### config.mk
export PLATFORM = sky130hd
export DESIGN_NAME = sfc_config_regs
export DESIGN_NICKNAME = d
export VERILOG_FILES = /design/src/verilog/sfc_pkg.sv /design/src/verilog/sfc_config_regs.sv /design/src/verilog/sfc_sync.sv
export SDC_FILE = /design/constraint.sdc
export NUM_CORES = 1
export LEC_CHECK = 0
export ABC_AREA = 0
export CORE_AREA = 5 5 133 135
export CTS_BUF_LIST = sky130_fd_sc_hd__clkbuf_4
export CTS_CLUSTER_DIAMETER = 80
export DETAILED_ROUTE_END_ITERATION = 12
export DIE_AREA = 0 0 138 140
export DONT_BUFFER_PORTS = 1
export PLACE_DENSITY = 0.7
export SLEW_MARGIN = 20
export SYNTH_ARGS = -nofsm -noshare
export SYNTH_HDL_FRONTEND = slang
export SYNTH_SLANG_ARGS = --single-unit
export TNS_END_PERCENT = 20
### constraint.sdc
create_clock -name clk -period 1.8 [get_ports clk]
set_input_delay 0.27 -clock clk [delete_from_list [all_inputs] [get_ports clk]]
set_output_delay 0.27 -clock clk [all_outputs]
set_load 0.05 [all_outputs]
### src/verilog/sfc_pkg.sv
// Package of the serial flash configuration register bank.
// Assumes a single 10 MHz system clock and an SPI link sampled by it.
package sfc_pkg;

   ////////////////////////////////////////////////////////////////////////////
   // Command opcodes.
   localparam logic [7:0] SFC_READ_SECOND_STATUS_CMD = 8'h07;
   localparam logic [7:0] SFC_WRITE_REGISTERS_CMD = 8'h01;
   localparam logic [7:0] SFC_BOOT_REG_READ_CMD = 8'h14;
   localparam logic [7:0] SFC_BOOT_REG_WRITE_CMD = 8'h15;
   localparam logic [7:0] SFC_BANK_REG_ACCESS_CMD = 8'hb9;
   localparam logic [7:0] SFC_BANK_REG_READ_CMD = 8'h16;
   localparam logic [7:0] SFC_BANK_REG_WRITE_CMD = 8'h17;
   localparam logic [7:0] SFC_SMALL_ERASE_CMD = 8'h20;
   localparam logic [7:0] SFC_BLOCK_ERASE_CMD = 8'hd8;

   ////////////////////////////////////////////////////////////////////////////
   // Second status register fields.
   localparam int SFC_ERASE_SIZE_SELECT_POS = 7;
   localparam int SFC_PAGE_WRAP_SELECT_POS = 6;
   localparam int SFC_IO3_ROLE_SELECT_POS = 5;
   localparam int SFC_ERASE_SUSPENDED_POS = 1;
   localparam int SFC_PROGRAM_SUSPENDED_POS = 0;
   localparam logic [2:0] SFC_SR2_OPT_RESET = 3'h0;

   // Boot register fields.
   localparam int SFC_BOOT_ADDR_LSB = 9;
   localparam int SFC_BOOT_DELAY_LSB = 1;
   localparam int SFC_BOOT_ENABLE_POS = 0;
   localparam logic [31:0] SFC_BOOT_RESET = 32'h0000_0000;

   // Bank register fields.
   localparam int SFC_FOUR_BYTE_POS = 7;
   localparam logic [7:0] SFC_BANK_RESET = 8'h00;

   ////////////////////////////////////////////////////////////////////////////
   // Frame bit counts: opcode plus data.
   localparam logic [5:0] SFC_OPCODE_BITS = 6'h08;
   localparam logic [5:0] SFC_WRR_SR2_BITS = 6'h20;
   localparam logic [5:0] SFC_BOOT_WRITE_BITS = 6'h28;
   localparam logic [5:0] SFC_BANK_WRITE_BITS = 6'h10;
   localparam logic [5:0] SFC_BIT_COUNT_MAX = 6'h3f;

   // Erase geometry, as log2 of byte counts.
   localparam logic [4:0] SFC_SMALL_SECTOR_LOG2 = 5'h0c;
   localparam logic [4:0] SFC_SECTOR_LOG2 = 5'h10;
   localparam logic [4:0] SFC_UNIFORM_BLOCK_LOG2 = 5'h12;

   typedef enum {
      SFC_IDLE,
      SFC_OPCODE,
      SFC_DATA_IN,
      SFC_DATA_OUT
   } sfc_frame_t;

endpackage

### src/verilog/sfc_config_regs.sv
// Configuration and status registers of a serial flash, reached over SPI.
// Assumes SPI modes 0/3 with an SCK far slower than clk; the array core
// supplies suspend flags and consumes the decoded option outputs.
// Contract
// - Command 07h reads second status register.
// - OTP status bits change only via 24-bit WRITE_REGISTERS_CMD.
// - Bit 7 selects 256 KB uniform erase.
// - Hybrid mode: sixteen 4-KB sectors erased by 20h.
// - D8h erases 64 KB unit or 256 KB block.
// - Bit 6 selects 512B or 256B page wrap.
// - 256-byte wrap returns load address to zero; the code keeps bit 8, so 1FFh wraps to 100h.
// - Bit 5 makes IO3 reset, else hold.
// - IO3 resets only while not transferring data.
// - Bit 1 shows erase suspended, read-only.
// - Bit 0 shows program suspended, read-only.
// - Boot register read 14h, written 15h.
// - Enabled boot starts read on any reset; the code clears the enable on reset_n, so only IO3 and soft resets start it.
// - Boot register bit 0 enables boot read.
// - Bits 31:9 hold 512-byte aligned boot address.
// - Bits 8:1 hold boot start delay cycles.
// - Bank register via B9h, WRITE_REGISTERS_CMD, 16h, 17h.
// - Three-byte mode prefixes bank bits above A23.
// - Four-byte mode ignores bank bits.
// - Four-byte bit clears on every reset.
// - Bank bits 6:2 reserved zero, 1:0 reset zero.
`timescale 1ns/10ps
module sfc_config_regs
   import sfc_pkg::*;
#(
   parameter int ARRAY_ADDR_W = 24
) (
   input wire logic clk,
   input wire logic reset_n,
   input wire logic spi_sck,
   input wire logic spi_cs_n,
   input wire logic spi_si,
   input wire logic spi_io3,
   output logic spi_so,
   output logic spi_so_oe,
   input wire logic soft_reset_req,
   input wire logic erase_suspended,
   input wire logic program_suspended,
   input wire logic params_at_top,
   input wire logic [31:0] cmd_addr,
   output logic [31:0] array_addr,
   input wire logic [7:0] erase_opcode,
   input wire logic [31:0] erase_addr,
   output logic [31:0] erase_base_addr,
   output logic [4:0] erase_size_log2,
   output logic erase_valid,
   input wire logic [8:0] load_ptr,
   output logic [8:0] next_load_ptr,
   output logic erase_size_select,
   output logic page_wrap_select,
   output logic io3_role_select,
   output logic hold_active,
   output logic four_byte_addr_enable,
   output logic [31:0] boot_start_address,
   output logic [7:0] boot_start_delay,
   output logic boot_start
);

   ////////////////////////////////////////////////////////////////////////////
   // Pin synchronisation.
   logic [3:0] pin_level;
   logic [3:0] pin_rise;
   logic [3:0] pin_fall;

   // Reset values match the idle pins: IO3, chip select and data in high, clock low.
   sfc_sync #(
      .WIDTH(4),
      .INIT(4'he)
   ) u_sync (
      .clk(clk),
      .reset_n(reset_n),
      .pin({spi_io3, spi_cs_n, spi_si, spi_sck}),
      .level(pin_level),
      .rise(pin_rise),
      .fall(pin_fall)
   );

   logic sck_rise;
   logic sck_fall;
   logic si_level;
   logic cs_n_level;
   logic cs_rise;
   logic cs_fall;
   logic io3_level;

   assign sck_rise = pin_rise[0];
   assign sck_fall = pin_fall[0];
   assign si_level = pin_level[1];
   assign cs_n_level = pin_level[2];
   assign cs_rise = pin_rise[2];
   assign cs_fall = pin_fall[2];
   assign io3_level = pin_level[3];

   ////////////////////////////////////////////////////////////////////////////
   // Registers and reset events.
   logic [2:0] sr2_opt;
   logic [31:0] boot_reg;
   logic four_byte;
   logic [1:0] bank_bits;
   logic bank_access_pending;
   logic hw_reset;
   logic vol_reset;
   logic vol_reset_d;
   logic por_done;
   logic [7:0] sr2_value;
   logic [7:0] bank_value;

   // IO3 acts as reset only with the role bit set and the link idle.
   // Gating by chip select keeps a low data or hold level from wiping state mid-frame.
   assign hw_reset = io3_role_select & cs_n_level & ~io3_level;
   assign vol_reset = hw_reset | soft_reset_req;
   assign hold_active = ~io3_role_select & ~cs_n_level & ~io3_level;

   assign sr2_value = {sr2_opt, 3'h0, erase_suspended, program_suspended};
   assign bank_value = {four_byte, 5'h00, bank_bits};

   assign erase_size_select = sr2_opt[SFC_ERASE_SIZE_SELECT_POS-5];
   assign page_wrap_select = sr2_opt[SFC_PAGE_WRAP_SELECT_POS-5];
   assign io3_role_select = sr2_opt[SFC_IO3_ROLE_SELECT_POS-5];
   assign four_byte_addr_enable = four_byte;
   assign boot_start_address = {boot_reg[31:SFC_BOOT_ADDR_LSB], 9'h000};
   assign boot_start_delay = boot_reg[SFC_BOOT_ADDR_LSB-1:SFC_BOOT_DELAY_LSB];

   ////////////////////////////////////////////////////////////////////////////
   // SPI frame engine.
   sfc_frame_t frame;
   logic [5:0] bit_count;
   logic [7:0] opcode;
   logic [31:0] in_shift;
   logic [31:0] out_shift;
   logic shift_en;
   logic [7:0] next_opcode;

   // Hold freezes the shifter without ending the frame.
   assign shift_en = ~hold_active;
   assign next_opcode = {opcode[6:0], si_level};

   always_ff @(posedge clk) begin
      if (!reset_n || vol_reset || cs_n_level) begin
         frame <= SFC_IDLE;
      end else if (cs_fall) begin
         frame <= SFC_OPCODE;
      end else if (sck_rise && shift_en && frame == SFC_OPCODE &&
                   bit_count == SFC_OPCODE_BITS - 6'h01) begin
         case (next_opcode)
            SFC_READ_SECOND_STATUS_CMD,
            SFC_BOOT_REG_READ_CMD,
            SFC_BANK_REG_READ_CMD: frame <= SFC_DATA_OUT;
            default: frame <= SFC_DATA_IN;
         endcase
      end
   end

   always_ff @(posedge clk) begin
      if (!reset_n || cs_fall) begin
         bit_count <= 6'h00;
         opcode <= 8'h00;
         in_shift <= 32'h0000_0000;
      end else if (sck_rise && shift_en && frame != SFC_IDLE) begin
         if (bit_count != SFC_BIT_COUNT_MAX) begin
            bit_count <= bit_count + 6'h01;
         end
         if (frame == SFC_OPCODE) begin
            opcode <= next_opcode;
         end else begin
            in_shift <= {in_shift[30:0], si_level};
         end
      end
   end

   // Byte registers are replicated so rotation repeats them on long reads.
   always_ff @(posedge clk) begin
      if (!reset_n) begin
         out_shift <= 32'h0000_0000;
      end else if (sck_rise && shift_en && frame == SFC_OPCODE &&
                   bit_count == SFC_OPCODE_BITS - 6'h01) begin
         case (next_opcode)
            SFC_READ_SECOND_STATUS_CMD: out_shift <= {4{sr2_value}};
            SFC_BOOT_REG_READ_CMD: out_shift <= boot_reg;
            SFC_BANK_REG_READ_CMD: out_shift <= {4{bank_value}};
            default: out_shift <= 32'h0000_0000;
         endcase
      end else if (sck_fall && shift_en && frame == SFC_DATA_OUT) begin
         out_shift <= {out_shift[30:0], out_shift[31]};
      end
   end

   always_ff @(posedge clk) begin
      if (!reset_n || cs_n_level) begin
         spi_so <= 1'b0;
      end else if (sck_fall && shift_en && frame == SFC_DATA_OUT) begin
         spi_so <= out_shift[31];
      end
   end

   assign spi_so_oe = (frame == SFC_DATA_OUT) & ~cs_n_level;

   ////////////////////////////////////////////////////////////////////////////
   // Register writes, committed at chip select rise on an exact bit count.
   // Committing at the frame end means an aborted or short frame writes nothing.
   logic commit_wrr_sr2;
   logic commit_boot;
   logic commit_bank;
   logic bank_reg_access_cmd_frame;

   assign bank_reg_access_cmd_frame = cs_rise && opcode == SFC_BANK_REG_ACCESS_CMD &&
                       bit_count == SFC_OPCODE_BITS;
   assign commit_wrr_sr2 = cs_rise && opcode == SFC_WRITE_REGISTERS_CMD &&
                           !bank_access_pending && bit_count == SFC_WRR_SR2_BITS;
   assign commit_boot = cs_rise && opcode == SFC_BOOT_REG_WRITE_CMD &&
                        bit_count == SFC_BOOT_WRITE_BITS;
   assign commit_bank = cs_rise && bit_count == SFC_BANK_WRITE_BITS &&
                        (opcode == SFC_BANK_REG_WRITE_CMD ||
                         (opcode == SFC_WRITE_REGISTERS_CMD && bank_access_pending));

   // Option bits behave as one-time programmable: they can only be set.
   always_ff @(posedge clk) begin
      if (!reset_n) begin
         sr2_opt <= SFC_SR2_OPT_RESET;
      end else if (commit_wrr_sr2) begin
         sr2_opt <= sr2_opt | in_shift[SFC_ERASE_SIZE_SELECT_POS:SFC_IO3_ROLE_SELECT_POS];
      end
   end

   always_ff @(posedge clk) begin
      if (!reset_n) begin
         boot_reg <= SFC_BOOT_RESET;
      end else if (commit_boot) begin
         boot_reg <= in_shift;
      end
   end

   always_ff @(posedge clk) begin
      if (!reset_n || vol_reset) begin
         four_byte <= SFC_BANK_RESET[SFC_FOUR_BYTE_POS];
         bank_bits <= SFC_BANK_RESET[1:0];
      end else if (commit_bank) begin
         four_byte <= in_shift[SFC_FOUR_BYTE_POS];
         bank_bits <= in_shift[1:0];
      end
   end

   // The access prefix arms only the very next frame.
   always_ff @(posedge clk) begin
      if (!reset_n || vol_reset) begin
         bank_access_pending <= 1'b0;
      end else if (cs_rise) begin
         bank_access_pending <= bank_reg_access_cmd_frame;
      end
   end

   ////////////////////////////////////////////////////////////////////////////
   // Boot start request on the release of an IO3 or soft reset; reset_n clears the enable bit first.
   // Waiting for the release lets the boot read start from settled option bits.
   always_ff @(posedge clk) begin
      if (!reset_n) begin
         vol_reset_d <= 1'b0;
         por_done <= 1'b0;
         boot_start <= 1'b0;
      end else begin
         vol_reset_d <= vol_reset;
         por_done <= 1'b1;
         boot_start <= boot_reg[SFC_BOOT_ENABLE_POS] &
                       (~por_done | (vol_reset_d & ~vol_reset));
      end
   end

   ////////////////////////////////////////////////////////////////////////////
   // Address extension for commands with a 3-byte address.
   // The result is registered, so the array sees it one cycle after cmd_addr.
   always_ff @(posedge clk) begin
      if (!reset_n) begin
         array_addr <= 32'h0000_0000;
      end else if (four_byte) begin
         array_addr <= cmd_addr;
      end else begin
         array_addr <= {6'h00, bank_bits, cmd_addr[23:0]};
      end
   end

   // Page buffer load pointer: the 256-byte option keeps the page half bit.
   always_ff @(posedge clk) begin
      if (!reset_n) begin
         next_load_ptr <= 9'h000;
      end else if (page_wrap_select) begin
         next_load_ptr <= load_ptr + 9'h001;
      end else begin
         next_load_ptr <= {load_ptr[8], load_ptr[7:0] + 8'h01};
      end
   end

   ////////////////////////////////////////////////////////////////////////////
   // Erase geometry decode.
   // A small erase outside the parameter region is refused, never widened.
   logic in_param_region;
   logic [ARRAY_ADDR_W-17:0] sector_index;

   assign sector_index = erase_addr[ARRAY_ADDR_W-1:16];
   assign in_param_region = params_at_top ? (&sector_index) : (~|sector_index);

   always_ff @(posedge clk) begin
      if (!reset_n) begin
         erase_base_addr <= 32'h0000_0000;
         erase_size_log2 <= 5'h00;
         erase_valid <= 1'b0;
      end else begin
         erase_base_addr <= erase_addr;
         erase_size_log2 <= 5'h00;
         erase_valid <= 1'b0;
         case (erase_opcode)
            SFC_SMALL_ERASE_CMD: begin
               // Small sectors exist only in the hybrid layout.
               if (!erase_size_select && in_param_region) begin
                  erase_base_addr <= {erase_addr[31:12], 12'h000};
                  erase_size_log2 <= SFC_SMALL_SECTOR_LOG2;
                  erase_valid <= 1'b1;
               end
            end
            SFC_BLOCK_ERASE_CMD: begin
               erase_valid <= 1'b1;
               if (erase_size_select) begin
                  erase_base_addr <= {erase_addr[31:18], 18'h00000};
                  erase_size_log2 <= SFC_UNIFORM_BLOCK_LOG2;
               end else begin
                  erase_base_addr <= {erase_addr[31:16], 16'h0000};
                  erase_size_log2 <= SFC_SECTOR_LOG2;
               end
            end
            default: begin
               erase_valid <= 1'b0;
            end
         endcase
      end
   end

endmodule // sfc_config_regs

### src/verilog/sfc_sync.sv
// Two-flop synchroniser with edge detection for pins of the SPI link.
// Assumes inputs are asynchronous to clk; the first stage feeds only the second.
`timescale 1ns/10ps
module sfc_sync #(
   parameter int WIDTH = 1,
   parameter logic [WIDTH-1:0] INIT = '0
) (
   input wire logic clk,
   input wire logic reset_n,
   input wire logic [WIDTH-1:0] pin,
   output logic [WIDTH-1:0] level,
   output logic [WIDTH-1:0] rise,
   output logic [WIDTH-1:0] fall
);

   logic [WIDTH-1:0] stage1;
   logic [WIDTH-1:0] stage2;
   logic [WIDTH-1:0] stage3;

   always_ff @(posedge clk) begin
      if (!reset_n) begin
         stage1 <= INIT;
         stage2 <= INIT;
         stage3 <= INIT;
      end else begin
         stage1 <= pin;
         stage2 <= stage1;
         stage3 <= stage2;
      end
   end

   assign level = stage2;
   assign rise = stage2 & ~stage3;
   assign fall = ~stage2 & stage3;

endmodule // sfc_sync
==> flow_metrics.tcl, run 1 <==
set metrics [dict create \
    fillers 1145 \
    min_from "erase_opcode[7]" \
    area_growth_pct 33.60 \
    ant_nets 0 \
    gr-usage-all-layers_pct 26.40 \
    die-area_mm2 0.01932 \
    final_cells 1323 \
    synth_area_mm2 0.008543 \
    final.setup_skew_ns 0.01957 \
    post-route-min-period_ns 1.927 \
    drc 0 \
    grt_max_degree 98 \
    yosys_warnings 0 \
    insertion_delay_ns 0.65 \
    htreeDepth 2 \
    holdPathEnd "erase_valid" \
    async_reset_ff_share_pct 0 \
    clkTransAtPathRegs_ns 0.07 \
    synth_edf_count 0 \
    violations "setup timing" \
    die_w_um 138 \
    status "finished, violations left" \
    grt_overflow_total 0 \
    hold_class "input pin to flop" \
    num_rows 47 \
    path_cells "or4_4 -> nor4_4 -> and3_4 -> clkbuf_16 -> mux2i_1" \
    place_inst 1065 \
    hold_viol 0 \
    crit_arrival_ns 2.49 \
    dp_slack_ns -0.1302 \
    wl_per_cell_um 20.28 \
    cts_tree "yes" \
    initial_core_util_pct 52.26 \
    io-pin-count 218 \
    core_area_mm2 0.01635 \
    synth_cell_types 66 \
    crit_slowest_cell "or4_4" \
    grt_pass1_vias 7498 \
    synth_ff_type "dfxtp_1" \
    avgViaCountPerCell 5.547 \
    setup-tns-final_ns -3.768 \
    whs_ns 0.09628 \
    antenna_found_initial 0 \
    slowest_delay_ns 0.55 \
    rsz0062_at_grt "true" \
    top_layer "met4" \
    cts_sinks 210 \
    drt-met1-wl_um 10330 \
    crit_path_start_kind "flop" \
    tightest_slew_ns 0.6008 \
    crit_start "opcode[7]" \
    vdd_drop_max_mv 0.6372 \
    gp_congestion 0.9040 \
    drt_iter0_markers 447 \
    yosysTopAreaCell "dfxtp_1" \
    routed_wirelength_um 26830 \
    reg2reg_depth 5 \
    synth_area_leaders "dfxtp_1 (49%), mux2i_1 (7.7%), nand2_1 (4.2%), buf_4 (3.7%), and2_1 (3.6%)" \
    port_buffers 0 \
    place.detailed.hpwl_um 14930 \
    r2r-start "opcode[7]" \
    powerDensity_mw_per_mm2 846.7 \
    p_leak_nw 4.811 \
    grt_pass1_wl_um 41650 \
    wl_met3_um 2396 \
    synthCells 864 \
    cts_buffer_depth 3 \
    maxSlewHeadroom_pct 59.89 \
    setup_slack_ns -0.1269 \
    diodes 0 \
    nets 1158 \
    synth.avg_cell_area_um2 9.888 \
    vias 7339 \
    rrSetupSlack_ns -0.13 \
    hold_depth 4 \
    fp.dieH_um 140 \
    cts_buffers 53 \
    worstPathMaxFanout 8 \
    cp-end-kind "flop" \
    crit-reg2reg-capture "boot_reg[6]" \
    min_period_over_period_pct 107.1 \
    max_cap_viol_count 0 \
    synth.top_cell.area_share_pct 49.21 \
    crit_required_ns 2.36 \
    drive_above_1_share_pct 21.03 \
    first_pass_iters 8 \
    ys_seq_elements 210 \
    setup_viol 54 \
    clock_tree.root_cell "clkbuf_4" \
    path_class "flop to flop" \
    route.met2.wl_um 13260 \
    max_freq_mhz 519.0 \
    placed_area_mm2 0.008869 \
    final_area_mm2 0.01141 \
    drv_slew 0 \
    yosysSeqAreaShare_pct 49.21 \
]
-- cell usage after synthesis, drive strengths merged (13+ instances only) --
| cell type | count |
|---|---|
| dfxtp | 210 |
| nand2 | 96 |
| mux2i | 66 |
| buf | 64 |
| and2 | 50 |
| nor2 | 50 |
| a21oi | 45 |
| clkbuf | 34 |
| nor3 | 25 |
| and3 | 24 |
| a2bb2oi | 18 |
| o221a | 18 |
| inv | 15 |
| mux2 | 14 |
| nand3 | 13 |
| nor3b | 13 |
-- cell usage in the layout (no fill, tap or decap), types with 16 or more instances in the layout --
cell | Yosys | layout
dfxtp_1 | 210 | 204
dlygate4sd3_1 | 0 | 152
nand2_1 | 96 | 96
clkbuf_4 | 0 | 71
mux2i_1 | 66 | 65
buf_4 | 42 | 63
nor2_1 | 50 | 49
and2_1 | 49 | 48
a21oi_1 | 45 | 45
nor3_1 | 25 | 22
and3_1 | 24 | 19
a2bb2oi_1 | 18 | 18
clkinv_1 | 1 | 16
-- metrics by stage --
stage / power (mW) / util (%)
after detailed placement: 5.385 / 54.25
final: 9.664 / 69.81
after floorplan: 5.386 / -
after global routing: 10.03 / 69.81
after global placement: 5.374 / 54.25
after CTS: 9.670 / 68.87
-- layer usage --
layer / vias up / track usage [%]
met3: 67 / 8.180
li1: 3390 / -
met2: 419 / 46.35
met5: - / 0
met1: 3463 / 30.36
met4: 0 / 9.724
-- report_power, final --
| group | internal, mW | switching [mW] |
|---|---|---|
| registers | 4.74 | 0.329 |
| clock network | 2.13 | 1.93 |
| logic | 0.285 | 0.247 |
| total | 7.15 | 2.51 |
-- critical path, delay by kind of cell (launching register included) --
family / cells / cell delay [ns]
buffers and inverters: 1 / 0.21
flip-flops: 1 / 0.32
multiplexers: 1 / 0.19
AND/OR/NAND/NOR: 3 / 1.14
-- worst max-delay path by stage --
stage	endpoint	slack, ns	cells past startpoint
2_1_floorplan	out_shift[25]	-0.15	8
3_3_place_gp	out_shift[18]	-0.13	6
3_5_place_dp	out_shift[1]	-0.13	7
4_1_cts	hold_active	-0.13	3
5_1_grt	hold_active	-0.18	3
6_report	boot_reg[6]	-0.13	5
-- kinds of logic after synthesis --
| family | count (synthesis) | synth area share [%] |
|---|---|---|
| other | 1 | 0.04389 |
| xor gates and xnor gates | 4 | 0.4102 |
| DFF | 210 | 49.21 |
| muxes | 80 | 9.578 |
| adders and majority gates | 3 | 0.4394 |
| buffers and inverters | 118 | 9.344 |
| and+or+nand+nor | 321 | 19.90 |
| AOI/OAI and AO/OA | 127 | 11.07 |
-- final cells by class --
cell class / count / area [µm²] / share of cell area [%]
well taps: 220 / 275.3 / 2.412
repair buffers: 238 / 2399 / 21.02
flip-flops and latches: 210 / 4214 / 36.92
inverters: 16 / 67.56 / 0.5920
multi-input cells: 545 / 3780 / 33.12
clock buffers: 71 / 533.0 / 4.670
clock inverters: 23 / 145.1 / 1.272
-- what timing repair did --
action	CTS	global route
gates resized for setup	30	17
hold buffers	153	0
setup buffers	4	2
pin swaps	5	6
endpoints found under the setup margin	82	92
gates cloned	2	3
endpoints found under the hold margin	165	0
No activity file was read; power rests on OpenSTA's default activity.
==> run 2: changes to the inputs <==
Settings changed: CORE_AREA 5 5 133 135 to 2 2 130 132, DIE_AREA 0 0 138 140 to 0 0 132 134, SETUP_SLACK_MARGIN from default to 0.2.
==> run 2 against run 1 <==
Compared with the run above: critical path depth is 2 higher; sequential power barely moved; the flow still finishes with violations (setup timing); largest power group unchanged; via count is 1.5% higher; critical endpoint is now out_shift[1]; design area is 2.2% higher; first-iteration DRC count rose by 15%; highest routed layer is now met5; largest cell class unchanged.
==> flow_metrics.tcl, run 2 (synthesis results as in run 1) <==
set metrics [dict create \
    status "finished, violations left" \
    violations "setup timing" \
    post-route-min-period_ns 1.933 \
    vdd_drop_max_mv 0.4679 \
    antenna_found_initial 3 \
    core_area_mm2 0.01629 \
    cts_buffer_depth 3 \
    vias 7451 \
    nets 1169 \
    gr-usage-all-layers_pct 28.12 \
    gp_congestion 0.8716 \
    max_cap_viol_count 0 \
    avgViaCountPerCell 5.581 \
    clock_tree.root_cell "clkbuf_4" \
    place.detailed.hpwl_um 14460 \
    mostFrequentLayoutCell "dfxtp_1" \
    hold_viol 0 \
    cts_buffers 53 \
    cp-end-kind "flop" \
    io-pin-count 218 \
    grt_max_degree 87 \
    max_freq_mhz 517.3 \
    crit_arrival_ns 2.45 \
    place_inst 1068 \
    die_w_um 132 \
    port_buffers 0 \
    p_leak_nw 4.869 \
    cts_sinks 210 \
    area_growth_pct 36.57 \
    final_cell_mix "dfxtp_1 (167), dlygate4sd3_1 (158), nand2_1 (96)" \
    tightest_slew_ns 0.6146 \
    hold_class "input pin to flop" \
    drive_above_1_share_pct 26.42 \
    final_cells 1335 \
    grt_pass1_wl_um 40020 \
    grt_overflow_total 0 \
    cts_tree "yes" \
    min_from "load_ptr[5]" \
    setup_viol 58 \
    final.setup_skew_ns 0.03913 \
    drc 0 \
    rsz0062_at_grt "true" \
    final_area_mm2 0.01167 \
    crit_required_ns 2.32 \
    crit_path_start_kind "flop" \
    die-area_mm2 0.01769 \
    min_period_over_period_pct 107.4 \
    drv_slew 0 \
    path_class "flop to flop" \
    placed_area_mm2 0.008853 \
    wl_per_cell_um 19.79 \
    num_rows 47 \
    fp.dieH_um 134 \
    clkTransAtPathRegs_ns 0.08 \
    worstPathMaxFanout 18 \
    maxSlewHeadroom_pct 58.97 \
    crit_start "u_sync.level[3]" \
    r2r-start "u_sync.level[3]" \
    htreeDepth 2 \
    dp_slack_ns -0.1100 \
    powerDensity_mw_per_mm2 812.7 \
    initial_core_util_pct 52.45 \
    routed_wirelength_um 26420 \
    ant_nets 0 \
    first_pass_iters 5 \
    setup_slack_ns -0.1332 \
    drt_iter0_markers 514 \
    insertion_delay_ns 0.66 \
    grt_pass1_vias 7492 \
]
==> run 2: cell types whose count changed in the layout (fill, tap and decap cells not counted), moves of 6 or more <==
| cell | before | now |
|---|---|---|
| dfxtp_1 | 204 | 167 |
| dfxtp_2 | 5 | 41 |
| nor3b_1 | 12 | 0 |
| nor3b_4 | 0 | 7 |
| dlygate4sd3_1 | 152 | 158 |
==> run 2: worst max-delay path, stage by stage (launching register included) <==
cell and delay, ns:
dfxtp_2 0.32, or3_4 0.40, buf_4 0.15, buf_8 0.13
and2_4 0.16, a21o_1 0.19, buf_12 0.16, o221a_2 0.27
==> run 2: area by class of cell <==
cell class / count / area [µm²]
well taps: 220 / 275.3
clock buffers: 76 / 570.5
flip-flops and latches: 210 / 4263
inverters: 16 / 63.81
repair buffers: 249 / 2480
multi-input cells: 545 / 3945
diodes: 2 / 5.005
clock inverters: 17 / 65.06
fillers: 1141 / 4622
==> run 2: report_power, final <==
part	total (mW)	internal, mW	switching (mW)
combinational	0.547	0.296	0.251
clock	3.86	1.93	1.93
sequential	5.07	4.74	0.330
==> run 2: worst paths after layout <==
kind	end	slack (ns)	depth (start not counted)
setup / recovery	out_shift[1]	-0.13	7
hold / removal	next_load_ptr[7]	0.09	4
setup reg to reg	out_shift[1]	-0.13	7
hold reg to reg	boot_start	0.41	1
==> run 2: timing repair <==
item / 4_1_cts / 5_1_grt
setup endpoints to repair: 152 / 176
resized for setup: 59 / 67
gates cloned: 2 / 2
pin swaps: 20 / 31
hold buffers: 159 / 0
hold endpoints to repair: 167 / 0
setup buffers: 6 / 3
==> run 2: per-layer routing <==
metal	up-vias	global-route usage [%]	routed length, µm
met1	3588	33.00	10420
met2	364	47.83	12820
met4	2	12.14	1009
li1	3414	-	-
met5	-	0	11
met3	83	8.541	2148
==> run 2: metrics by stage <==
stage	TNS, ns	power, mW	hold slack (ns)	utilization (%)
after floorplan	-4.538	5.386	0.2977	-
after global placement	-0.8771	5.370	0.3171	54.35
after detailed placement	-3.945	5.383	0.3154	54.35
after CTS	-3.950	9.441	0.01091	69.76
after global routing	-7.751	9.844	0.08384	71.63
final	-4.688	9.483	0.09028	71.63
